--- config.mk ---
export PLATFORM = sky130hd
export DESIGN_NAME = lcdci_top
export DESIGN_NICKNAME = d
export VERILOG_FILES = /design/src/lcdci_pkg.sv /design/src/lcdci_buf_if.sv /design/src/lcdci_buf.sv /design/src/lcdci_top.sv
export VERILOG_INCLUDE_DIRS = /design/src /design/src/src
export SDC_FILE = /design/constraint.sdc
export NUM_CORES = 1
export LEC_CHECK = 0
export BUFFER_PORTS_ARGS = -buffer_cell sky130_fd_sc_hd__buf_4
export CORE_MARGIN = 3
export CORE_UTILIZATION = 50
export CTS_CLUSTER_SIZE = 25
export DETAILED_ROUTE_END_ITERATION = 10
export GPL_ROUTABILITY_DRIVEN = 0
export PLACE_DENSITY = 0.75
export RECOVER_POWER = 25
export SYNTH_ARGS = -nofsm -noshare
export SYNTH_HDL_FRONTEND = slang
export SYNTH_SLANG_ARGS = --single-unit
--- constraint.sdc ---
create_clock -name sys_clk -period 4.7 [get_ports sys_clk]
set_input_delay 0.705 -clock sys_clk [delete_from_list [all_inputs] [get_ports sys_clk]]
set_output_delay 0.705 -clock sys_clk [all_outputs]
set_load 0.02 [all_outputs]
--- src/lcdci_defines.svh ---
// Constants of the display command interpreter: command codes,
// register offsets, field positions and reset values.
// Assumes inclusion by bare name from lcdci_top.
`ifndef LCDCI_DEFINES_SVH
`define LCDCI_DEFINES_SVH

// ********************************************************
// Command codes
// ********************************************************
`define LCDCI_CMD_DISP_OFF   8'h58
`define LCDCI_CMD_DISP_ON    8'h59
`define LCDCI_CMD_CSR_ADDR   8'h46
`define LCDCI_CMD_CURSOR_SHAPE_CMD   8'h5D
`define LCDCI_CMD_DIR_BASE   6'h13
`define LCDCI_CMD_MEM_WRITE  8'h42

// ********************************************************
// Register offsets (kept for reference; neither the bench nor any module uses them)
// ********************************************************
`define LCDCI_REG_DISPLAY_ENABLE    8'h09
`define LCDCI_REG_DISPLAY_ATTRIBUTE 8'h0A
`define LCDCI_REG_CURSOR_WIDTH      8'h15
`define LCDCI_REG_CURSOR_HEIGHT     8'h16
`define LCDCI_REG_CURSOR_DIR        8'h17
`define LCDCI_REG_CURSOR_ADDR_LOW   8'h1C
`define LCDCI_REG_CURSOR_ADDR_HIGH  8'h1D

// ********************************************************
// Field positions
// ********************************************************
`define LCDCI_DISPLAY_ON_BIT   0
`define LCDCI_SIZE_MSB         3
`define LCDCI_SHAPE_BIT        7

// ********************************************************
// Reset values
// ********************************************************
`define LCDCI_RST_BYTE   8'h00
`define LCDCI_RST_ADDR   16'h0000

`endif

--- src/lcdci_pkg.sv ---
// Types of the display command interpreter, used by lcdci_top alone.
// Assumes nothing of its surroundings.
package lcdci_pkg;

  // ********************************************************
  // Parser states and shift directions
  // ********************************************************
  typedef enum logic [2:0] {
    LCDCI_IDLE,
    LCDCI_DISP_P1,
    LCDCI_ADDR_P1,
    LCDCI_ADDR_P2,
    LCDCI_FORM_P1,
    LCDCI_FORM_P2,
    LCDCI_MEMORY_WRITE_CMD
  } lcdci_state_type;

  typedef enum logic [1:0] {
    LCDCI_RIGHT,
    LCDCI_LEFT,
    LCDCI_UP,
    LCDCI_DOWN
  } lcdci_dir_type;

endpackage : lcdci_pkg

--- src/lcdci_buf_if.sv ---
// Valid/ready carrier between the command parser and its write buffer.
// Assumes one clock shared by both sides.
`timescale 1ns/1ps
interface lcdci_buf_if #(parameter int WIDTH = 24);
  logic             in_valid;
  logic             in_ready;
  logic [WIDTH-1:0] in_data;
  logic             out_valid;
  logic             out_ready;
  logic [WIDTH-1:0] out_data;

  modport producer (output in_valid, output in_data, input in_ready,
                    input out_valid, input out_data, output out_ready);
  modport buffer   (input in_valid, input in_data, output in_ready,
                    output out_valid, output out_data, input out_ready);
endinterface : lcdci_buf_if

--- src/lcdci_buf.sv ---
// Two-entry write buffer, head always in slot 0 so outputs are flops.
// Assumes a synchronous active-low reset on the single system clock.
`timescale 1ns/1ps
module lcdci_buf #(
  parameter int WIDTH = 24
) (
  input  wire logic      sys_clk,
  input  wire logic      rst_b,
  lcdci_buf_if.buffer    bus
);

  logic [WIDTH-1:0] slot0;
  logic [WIDTH-1:0] slot1;
  logic [1:0]       count;
  logic             ready_q;
  logic             valid_q;
  wire              push;
  wire              pop;
  wire  [1:0]       next_count;

  // Handshakes and occupancy
  assign push = bus.in_valid && ready_q;
  assign pop  = valid_q && bus.out_ready;
  assign next_count = count + {1'b0, push} - {1'b0, pop};
  assign bus.in_ready  = ready_q;
  assign bus.out_valid = valid_q;
  assign bus.out_data  = slot0;

  // ********************************************************
  // Storage
  // ********************************************************
  // Ready is registered from next count, so a stall backs up to the host
  always_ff @(posedge sys_clk) begin
    if (!rst_b) begin
      count   <= 2'h0;
      ready_q <= 1'b1;
      valid_q <= 1'b0;
      slot0   <= '0;
      slot1   <= '0;
    end else begin
      count   <= next_count;
      ready_q <= (next_count != 2'h2);
      valid_q <= (next_count != 2'h0);
      case ({push, pop})
        2'b10: begin
          if (count == 2'h0) slot0 <= bus.in_data;
          else slot1 <= bus.in_data;
        end
        2'b01: slot0 <= slot1;
        2'b11: begin
          if (count == 2'h1) slot0 <= bus.in_data;
          else begin
            slot0 <= slot1;
            slot1 <= bus.in_data;
          end
        end
        default: ;
      endcase
    end
  end

endmodule : lcdci_buf

--- src/lcdci_top.sv ---
// Command interpreter of a graphics display controller: the host writes
// command and parameter bytes; memory writes leave through a buffer.
// Assumes host inputs synchronous to sys_clk and a single-cycle write strobe.
// Registers leave as outputs only; there is no read-back path.
`timescale 1ns/1ps
`include "lcdci_defines.svh"

module lcdci_top #(
  parameter int ADDR_W = 16,
  parameter int DATA_W = 8
) (
  input  wire logic              sys_clk,
  input  wire logic              rst_b,
  input  wire logic              host_wr,
  input  wire logic              host_cmd,
  input  wire logic [DATA_W-1:0] host_data,
  input  wire logic [ADDR_W-1:0] line_pitch,
  output logic                   host_ready,
  output logic                   mem_wr_valid,
  input  wire logic              mem_wr_ready,
  output logic [ADDR_W-1:0]      mem_addr,
  output logic [DATA_W-1:0]      mem_data,
  output logic [7:0]             display_enable,
  output logic [7:0]             display_attribute,
  output logic [7:0]             cursor_width,
  output logic [7:0]             cursor_height_shape,
  output logic [7:0]             cursor_shift_direction,
  output logic [7:0]             cursor_address_low,
  output logic [7:0]             cursor_address_high
);

  // ********************************************************
  // Helpers
  // ********************************************************
  // Next cursor position after one memory byte; wraps at address width
  function automatic logic [ADDR_W-1:0] lcdci_advance(
    input logic [ADDR_W-1:0] addr,
    input logic [1:0]        dir,
    input logic [ADDR_W-1:0] pitch
  );
    logic [ADDR_W-1:0] res;
    res = addr;
    case (dir)
      lcdci_pkg::LCDCI_RIGHT: res = addr + ADDR_W'(1);
      lcdci_pkg::LCDCI_LEFT:  res = addr - ADDR_W'(1);
      lcdci_pkg::LCDCI_UP:    res = addr - pitch;
      lcdci_pkg::LCDCI_DOWN:  res = addr + pitch;
      default:                res = addr;
    endcase
    return res;
  endfunction : lcdci_advance

  // Low nibble of a size byte; upper bits cleared so the field reads clean
  function automatic logic [7:0] lcdci_size_field(
    input logic [7:0] b
  );
    return {4'h0, b[`LCDCI_SIZE_MSB:0]};
  endfunction : lcdci_size_field

  // ********************************************************
  // Buffer in the memory write path
  // ********************************************************
  // Two words of slack let the sink stall without losing a host byte
  lcdci_buf_if #(.WIDTH(ADDR_W + DATA_W)) bif ();

  lcdci_buf #(
    .WIDTH (ADDR_W + DATA_W)
  ) u_buf (
    .sys_clk (sys_clk),
    .rst_b   (rst_b),
    .bus     (bif.buffer)
  );

  lcdci_pkg::lcdci_state_type state;
  lcdci_pkg::lcdci_state_type next_state;
  wire                        taken;
  wire                        cmd_taken;
  wire                        par_taken;
  wire                        is_dir_cmd;
  wire  [ADDR_W-1:0]          cursor_addr;
  wire  [ADDR_W-1:0]          next_cursor_addr;
  wire                        mem_push;
  wire                        disp_off_cmd;
  wire                        disp_on_cmd;
  wire                        disp_par;
  wire                        addr_lo_par;
  wire                        addr_hi_par;
  wire                        width_par;
  wire                        height_par;

  // Byte acceptance; writes while not ready are ignored by design
  assign taken      = host_wr && bif.in_ready;
  assign cmd_taken  = taken && host_cmd;
  assign par_taken  = taken && !host_cmd;
  assign is_dir_cmd = (host_data[7:2] == `LCDCI_CMD_DIR_BASE);
  assign cursor_addr = ADDR_W'({cursor_address_high, cursor_address_low});
  assign mem_push   = par_taken && (state == lcdci_pkg::LCDCI_MEMORY_WRITE_CMD);
  assign next_cursor_addr = lcdci_advance(cursor_addr, cursor_shift_direction[1:0],
                                          line_pitch);

  // ********************************************************
  // Command and parameter decode
  // ********************************************************
  // On/off codes act at once; their attribute byte follows as a parameter
  assign disp_off_cmd = cmd_taken && (host_data == `LCDCI_CMD_DISP_OFF);
  assign disp_on_cmd  = cmd_taken && (host_data == `LCDCI_CMD_DISP_ON);

  // Parameter slots; a byte with no open slot changes nothing
  assign disp_par    = par_taken && (state == lcdci_pkg::LCDCI_DISP_P1);
  assign addr_lo_par = par_taken && (state == lcdci_pkg::LCDCI_ADDR_P1);
  assign addr_hi_par = par_taken && (state == lcdci_pkg::LCDCI_ADDR_P2);
  assign width_par   = par_taken && (state == lcdci_pkg::LCDCI_FORM_P1);
  assign height_par  = par_taken && (state == lcdci_pkg::LCDCI_FORM_P2);

  // Buffer connections; memory word is cursor address above data byte
  assign bif.in_valid  = mem_push;
  assign bif.in_data   = {cursor_addr, host_data};
  assign bif.out_ready = mem_wr_ready;
  assign host_ready    = bif.in_ready;
  assign mem_wr_valid  = bif.out_valid;
  assign mem_addr      = bif.out_data[ADDR_W+DATA_W-1:DATA_W];
  assign mem_data      = bif.out_data[DATA_W-1:0];

  // ********************************************************
  // Command decoder
  // ********************************************************
  // A new command always aborts any parameter sequence in progress
  always_comb begin
    next_state = state;
    if (cmd_taken) begin
      case (host_data)
        `LCDCI_CMD_DISP_OFF,
        `LCDCI_CMD_DISP_ON:   next_state = lcdci_pkg::LCDCI_DISP_P1;
        `LCDCI_CMD_CSR_ADDR:  next_state = lcdci_pkg::LCDCI_ADDR_P1;
        `LCDCI_CMD_CURSOR_SHAPE_CMD:  next_state = lcdci_pkg::LCDCI_FORM_P1;
        `LCDCI_CMD_MEM_WRITE: next_state = lcdci_pkg::LCDCI_MEMORY_WRITE_CMD;
        default:              next_state = lcdci_pkg::LCDCI_IDLE;
      endcase
    end else if (par_taken) begin
      case (state)
        lcdci_pkg::LCDCI_DISP_P1: next_state = lcdci_pkg::LCDCI_IDLE;
        lcdci_pkg::LCDCI_ADDR_P1: next_state = lcdci_pkg::LCDCI_ADDR_P2;
        lcdci_pkg::LCDCI_ADDR_P2: next_state = lcdci_pkg::LCDCI_IDLE;
        lcdci_pkg::LCDCI_FORM_P1: next_state = lcdci_pkg::LCDCI_FORM_P2;
        lcdci_pkg::LCDCI_FORM_P2: next_state = lcdci_pkg::LCDCI_IDLE;
        lcdci_pkg::LCDCI_MEMORY_WRITE_CMD:  next_state = lcdci_pkg::LCDCI_MEMORY_WRITE_CMD;
        default:                  next_state = lcdci_pkg::LCDCI_IDLE;
      endcase
    end
  end

  // Parser state; reset leaves it idle so stray parameters are dropped
  always_ff @(posedge sys_clk) begin
    if (!rst_b) state <= lcdci_pkg::LCDCI_IDLE;
    else state <= next_state;
  end

  // ********************************************************
  // Register file
  // ********************************************************
  // Display enable follows the low bit of the on/off code
  always_ff @(posedge sys_clk) begin
    if (!rst_b) display_enable <= `LCDCI_RST_BYTE;
    else if (disp_off_cmd)
      display_enable[`LCDCI_DISPLAY_ON_BIT] <= 1'b0;
    else if (disp_on_cmd)
      display_enable[`LCDCI_DISPLAY_ON_BIT] <= 1'b1;
  end

  // Flash and block fields are kept whole; the panel logic decodes them
  always_ff @(posedge sys_clk) begin
    if (!rst_b) display_attribute <= `LCDCI_RST_BYTE;
    else if (disp_par)
      display_attribute <= host_data;
  end

  // Cursor size and shape; unused upper bits of width read as zero
  always_ff @(posedge sys_clk) begin
    if (!rst_b) begin
      cursor_width        <= `LCDCI_RST_BYTE;
      cursor_height_shape <= `LCDCI_RST_BYTE;
    end else if (width_par) begin
      cursor_width <= lcdci_size_field(host_data);
    end else if (height_par) begin
      cursor_height_shape <= lcdci_size_field(host_data) |
                             {host_data[`LCDCI_SHAPE_BIT], 7'h00};
    end
  end

  // Direction codes carry no parameters
  always_ff @(posedge sys_clk) begin
    if (!rst_b) cursor_shift_direction <= `LCDCI_RST_BYTE;
    else if (cmd_taken && is_dir_cmd)
      cursor_shift_direction <= {6'h00, host_data[1:0]};
  end

  // Cursor address: loaded by parameters, stepped on each buffered byte
  // Slots and a memory push never meet: they need different parser states
  always_ff @(posedge sys_clk) begin
    if (!rst_b) begin
      cursor_address_low  <= `LCDCI_RST_BYTE;
      cursor_address_high <= `LCDCI_RST_BYTE;
    end else if (addr_lo_par) begin
      cursor_address_low <= host_data;
    end else if (addr_hi_par) begin
      cursor_address_high <= host_data;
    end else if (mem_push) begin
      cursor_address_low  <= next_cursor_addr[7:0];
      cursor_address_high <= next_cursor_addr[15:8];
    end
  end

endmodule : lcdci_top
==> flow_metrics.tcl <==
set metrics [dict create \
    final_common_cell "dfxtp_1" \
    core_area_sq_um 9820 \
    die-area_sq_um 11400 \
    layout.nets 749 \
    grt_pass1_wl_um 20400 \
    clockRootBuffer "clkbuf_8" \
    cp-startpoint "line_pitch[1]" \
    rsz0062_at_grt "false" \
    worst_setup_path_end_kind "flop" \
    tns_ns 0 \
    grt_pass1_vias 4201 \
    cts_tree "done" \
    ys_types 55 \
    fill_cells 992 \
    drv_cap 0 \
    drive_above_1_share_pct 12.7 \
    async_flop_share_pct 0 \
    grt_usage_pct 22.0 \
    power.density_nw_per_um2 295 \
    rows 36 \
    routed_wl_um 12700 \
    synthMuxAreaShare_pct 9.29 \
    yosys.area_share.adder_pct 4.83 \
    power.share.sequential_pct 49.7 \
    rr_worst_depth 11 \
    crit_fanout 6 \
    first_pass_iters 5 \
    initialDrtViolationCount 244 \
    postSynthAreaPerCell_sq_um 8.00 \
    post_cts_resized 0 \
    slowest_delay_ns 0.39 \
    crit_type "input port to flop" \
    grt-ovfl-total 0 \
    clock_skew_ns 0.00821 \
    synth_edf_count 0 \
    synth_compound_area_share_pct 19.7 \
    timing.rr.start "cursor_shift_direction[0]$_SDFFE_PN0P_" \
    status "complete, no violations" \
    seq_area_frac_synth_pct 35.9 \
    synthSimpleGateAreaFrac_pct 19.1 \
    cp-endpoint "cursor_address_high[7]$_SDFFE_PN0P_" \
    slew_headroom_pct 27.0 \
    hold_class "flop to flop" \
    dp_hpwl_um 9280 \
    antenna_found_initial 0 \
    fin_crit_ns 4.04 \
    p_leak_nw 2.26 \
    die_y_um 107 \
    swShare_pct 30.1 \
    clock_path_buffers 2 \
    setup_ws_ns 0.658 \
    post-route-period-util_pct 86.0 \
    wl_per_cell_um 15.2 \
    switchingPower_w 0.000511 \
    drcViolationCount 0 \
    ys_seq_elements 91 \
    ant_nets 0 \
    clkPwrFrac_pct 32.0 \
    die_x_um 107 \
    insertion_delay_ns 0.35 \
    io_buffers 90 \
    dpl_worst_slack_ns 0.314 \
    max_freq_mhz 247 \
    drv_slew 0 \
    cts.reportedPaths.clkPinSlew_ns 0.09 \
    vias 4666 \
    r2r_end "cursor_address_high[0]$_SDFFE_PN0P_" \
    ys_warn_count 0 \
    cp_data_arrival_time_ns 4.28 \
    mostFrequentLayoutCells "91 x dfxtp_1, 82 x nand2_1, 76 x a21oi_1" \
    worstPathRequired_ns 4.94 \
    worst_setup_path_start_kind "input port" \
    synth_ff_type "dfxtp_1" \
    area_growth_pct 13.7 \
    n_antenna_cell 0 \
    p_int_w 0.00119 \
    finalSetupViolations 0 \
    cp_num_cells 17 \
    syn_area_sq_um 5070 \
    post-cts-setup-buffers 0 \
    synth_xor_area_share_pct 2.76 \
    vias_per_cell 5.56 \
    synthCells 634 \
    grt_max_degree 49 \
    ir_worst_vdd_v 0.000171 \
    synth_top_family_by_area "compound AO/OA/AOI/OAI gates" \
    io_pins 111 \
    critical-path-slowest-cell "or3b_4" \
    cp_cell_sequence "buf_4, inv_1, ha_1, or3b_4, or3_4, or3_4, or3_1, o21ai_0, a21oi_1, ha_1, a21oi_1, o21ai_0, a31o_2, a41oi_1, xnor2_1, mux2i_1, nor2_1" \
    hp-start "u_buf.slot1[6]$_SDFFE_PN0P_" \
    hold_buffers 0 \
    cts_sinks 91 \
    ctsHtreeMaxLevel 3 \
    start_util_pct 51.7 \
    rrSetupSlack_ns 1.15 \
    hold_viol 0 \
    worstMarginPinSlew_ns 1.09 \
    crit_family "simple AND/OR/NAND/NOR gates" \
    cts_buffers 9 \
    path_buf_inv 2 \
    comb_power_share_pct 18.3 \
]
==> power groups by stage <==
stage               clock (W)  sequential, W  combinational (W)
detailed placement          0       0.000864           0.000335
global route         0.000583       0.000850           0.000340
CTS                  0.000556       0.000845           0.000336
floorplan                   0       0.000903           0.000186
finish               0.000544       0.000844           0.000311
global placement            0       0.000861           0.000330
==> how the worst min path moves through the flow <==
stage | to | slack [ns] | depth (start not counted)
after floorplan | u_buf.slot1[0]$_SDFFE_PN0P_ | 0.44 | 2
after global placement | u_buf.slot1[0]$_SDFFE_PN0P_ | 0.44 | 2
after detailed placement | u_buf.slot1[11]$_SDFFE_PN0P_ | 0.45 | 2
after CTS | u_buf.slot1[11]$_SDFFE_PN0P_ | 0.46 | 2
after global routing | u_buf.slot1[3]$_SDFFE_PN0P_ | 0.48 | 2
final | u_buf.slot1[6]$_SDFFE_PN0P_ | 0.46 | 2
==> metal layers <==
layer	wire length, um	track usage (%)	share of wire, %	up-vias
met3	801	4.21	6.3	18
li1	-	-	-	2322
met1	5590	29.4	44	2161
met5	0	0	0	-
met2	6110	35.9	48	165
met4	212	6.94	1.7	0
==> kinds of logic after synthesis <==
kind of cell	after synthesis
DFF	91
muxes	47
and+or+nand+nor	210
buffers and inverters	81
xor gates and xnor gates	16
other	1
adders and majority gates	19
AOI/OAI and AO/OA	169
==> tightest hold or removal path, cell delays in order (launching register included) <==
cell     delay [ns]
dfxtp_1        0.32
nand2_1        0.05
a21oi_1        0.05
==> sequential cells by signal, summed over array words and instances, names as in the netlist, 2 cells and up <==
signal and flops:
display_attribute 8, cursor_address_high 8, u_buf.bus.out_data 24, cursor_shift_direction 2, u_buf.count 2, cursor_width 4
state 3, u_buf.slot1 24, cursor_address_low 8, cursor_height_shape 5
==> stage by stage <==
step	cells	utilization (%)	instance area [sq um]	total power, W	hold slack (ns)
finish	839	58.8	5770	0.00170	0.459
global route	839	58.8	5770	0.00177	0.477
CTS	839	60.2	5910	0.00174	0.457
detailed placement	823	58.1	5700	0.00120	0.446
global placement	823	58.1	5700	0.00119	0.442
floorplan	653	-	5150	0.00109	0.436
==> synthesized netlist by cell type, types with 4 or more instances <==
| cell type | number | area (sq um) |
|---|---|---|
| ha_1 | 18 | 225 |
| a211oi_1 | 29 | 218 |
| a21o_1 | 4 | 30.0 |
| a21oi_1 | 76 | 380 |
| nand2_1 | 82 | 308 |
| nor2b_1 | 5 | 31.3 |
| xnor2_1 | 13 | 114 |
| nor3_1 | 10 | 50.1 |
| mux2i_1 | 46 | 460 |
| inv_1 | 23 | 86.3 |
| o21ai_0 | 32 | 160 |
| o221ai_1 | 6 | 52.6 |
| nor2_1 | 59 | 221 |
| and3_1 | 6 | 37.5 |
| dfxtp_1 | 91 | 1820 |
| nand3_1 | 19 | 95.1 |
| buf_4 | 21 | 158 |
| clkbuf_1 | 29 | 109 |
| nor4_1 | 4 | 25.0 |
==> area by class of cell <==
type | instances | area [sq um] | area share, %
clock buffer | 10 | 138 | 2.39
clock inverter | 6 | 70.1 | 1.21
inverter | 23 | 86.3 | 1.50
multi-input combinational | 481 | 2920 | 50.6
sequential | 91 | 1820 | 31.6
tap | 133 | 166 | 2.88
timing repair buffer | 95 | 571 | 9.89
No activity file was read; power rests on OpenSTA's default activity.
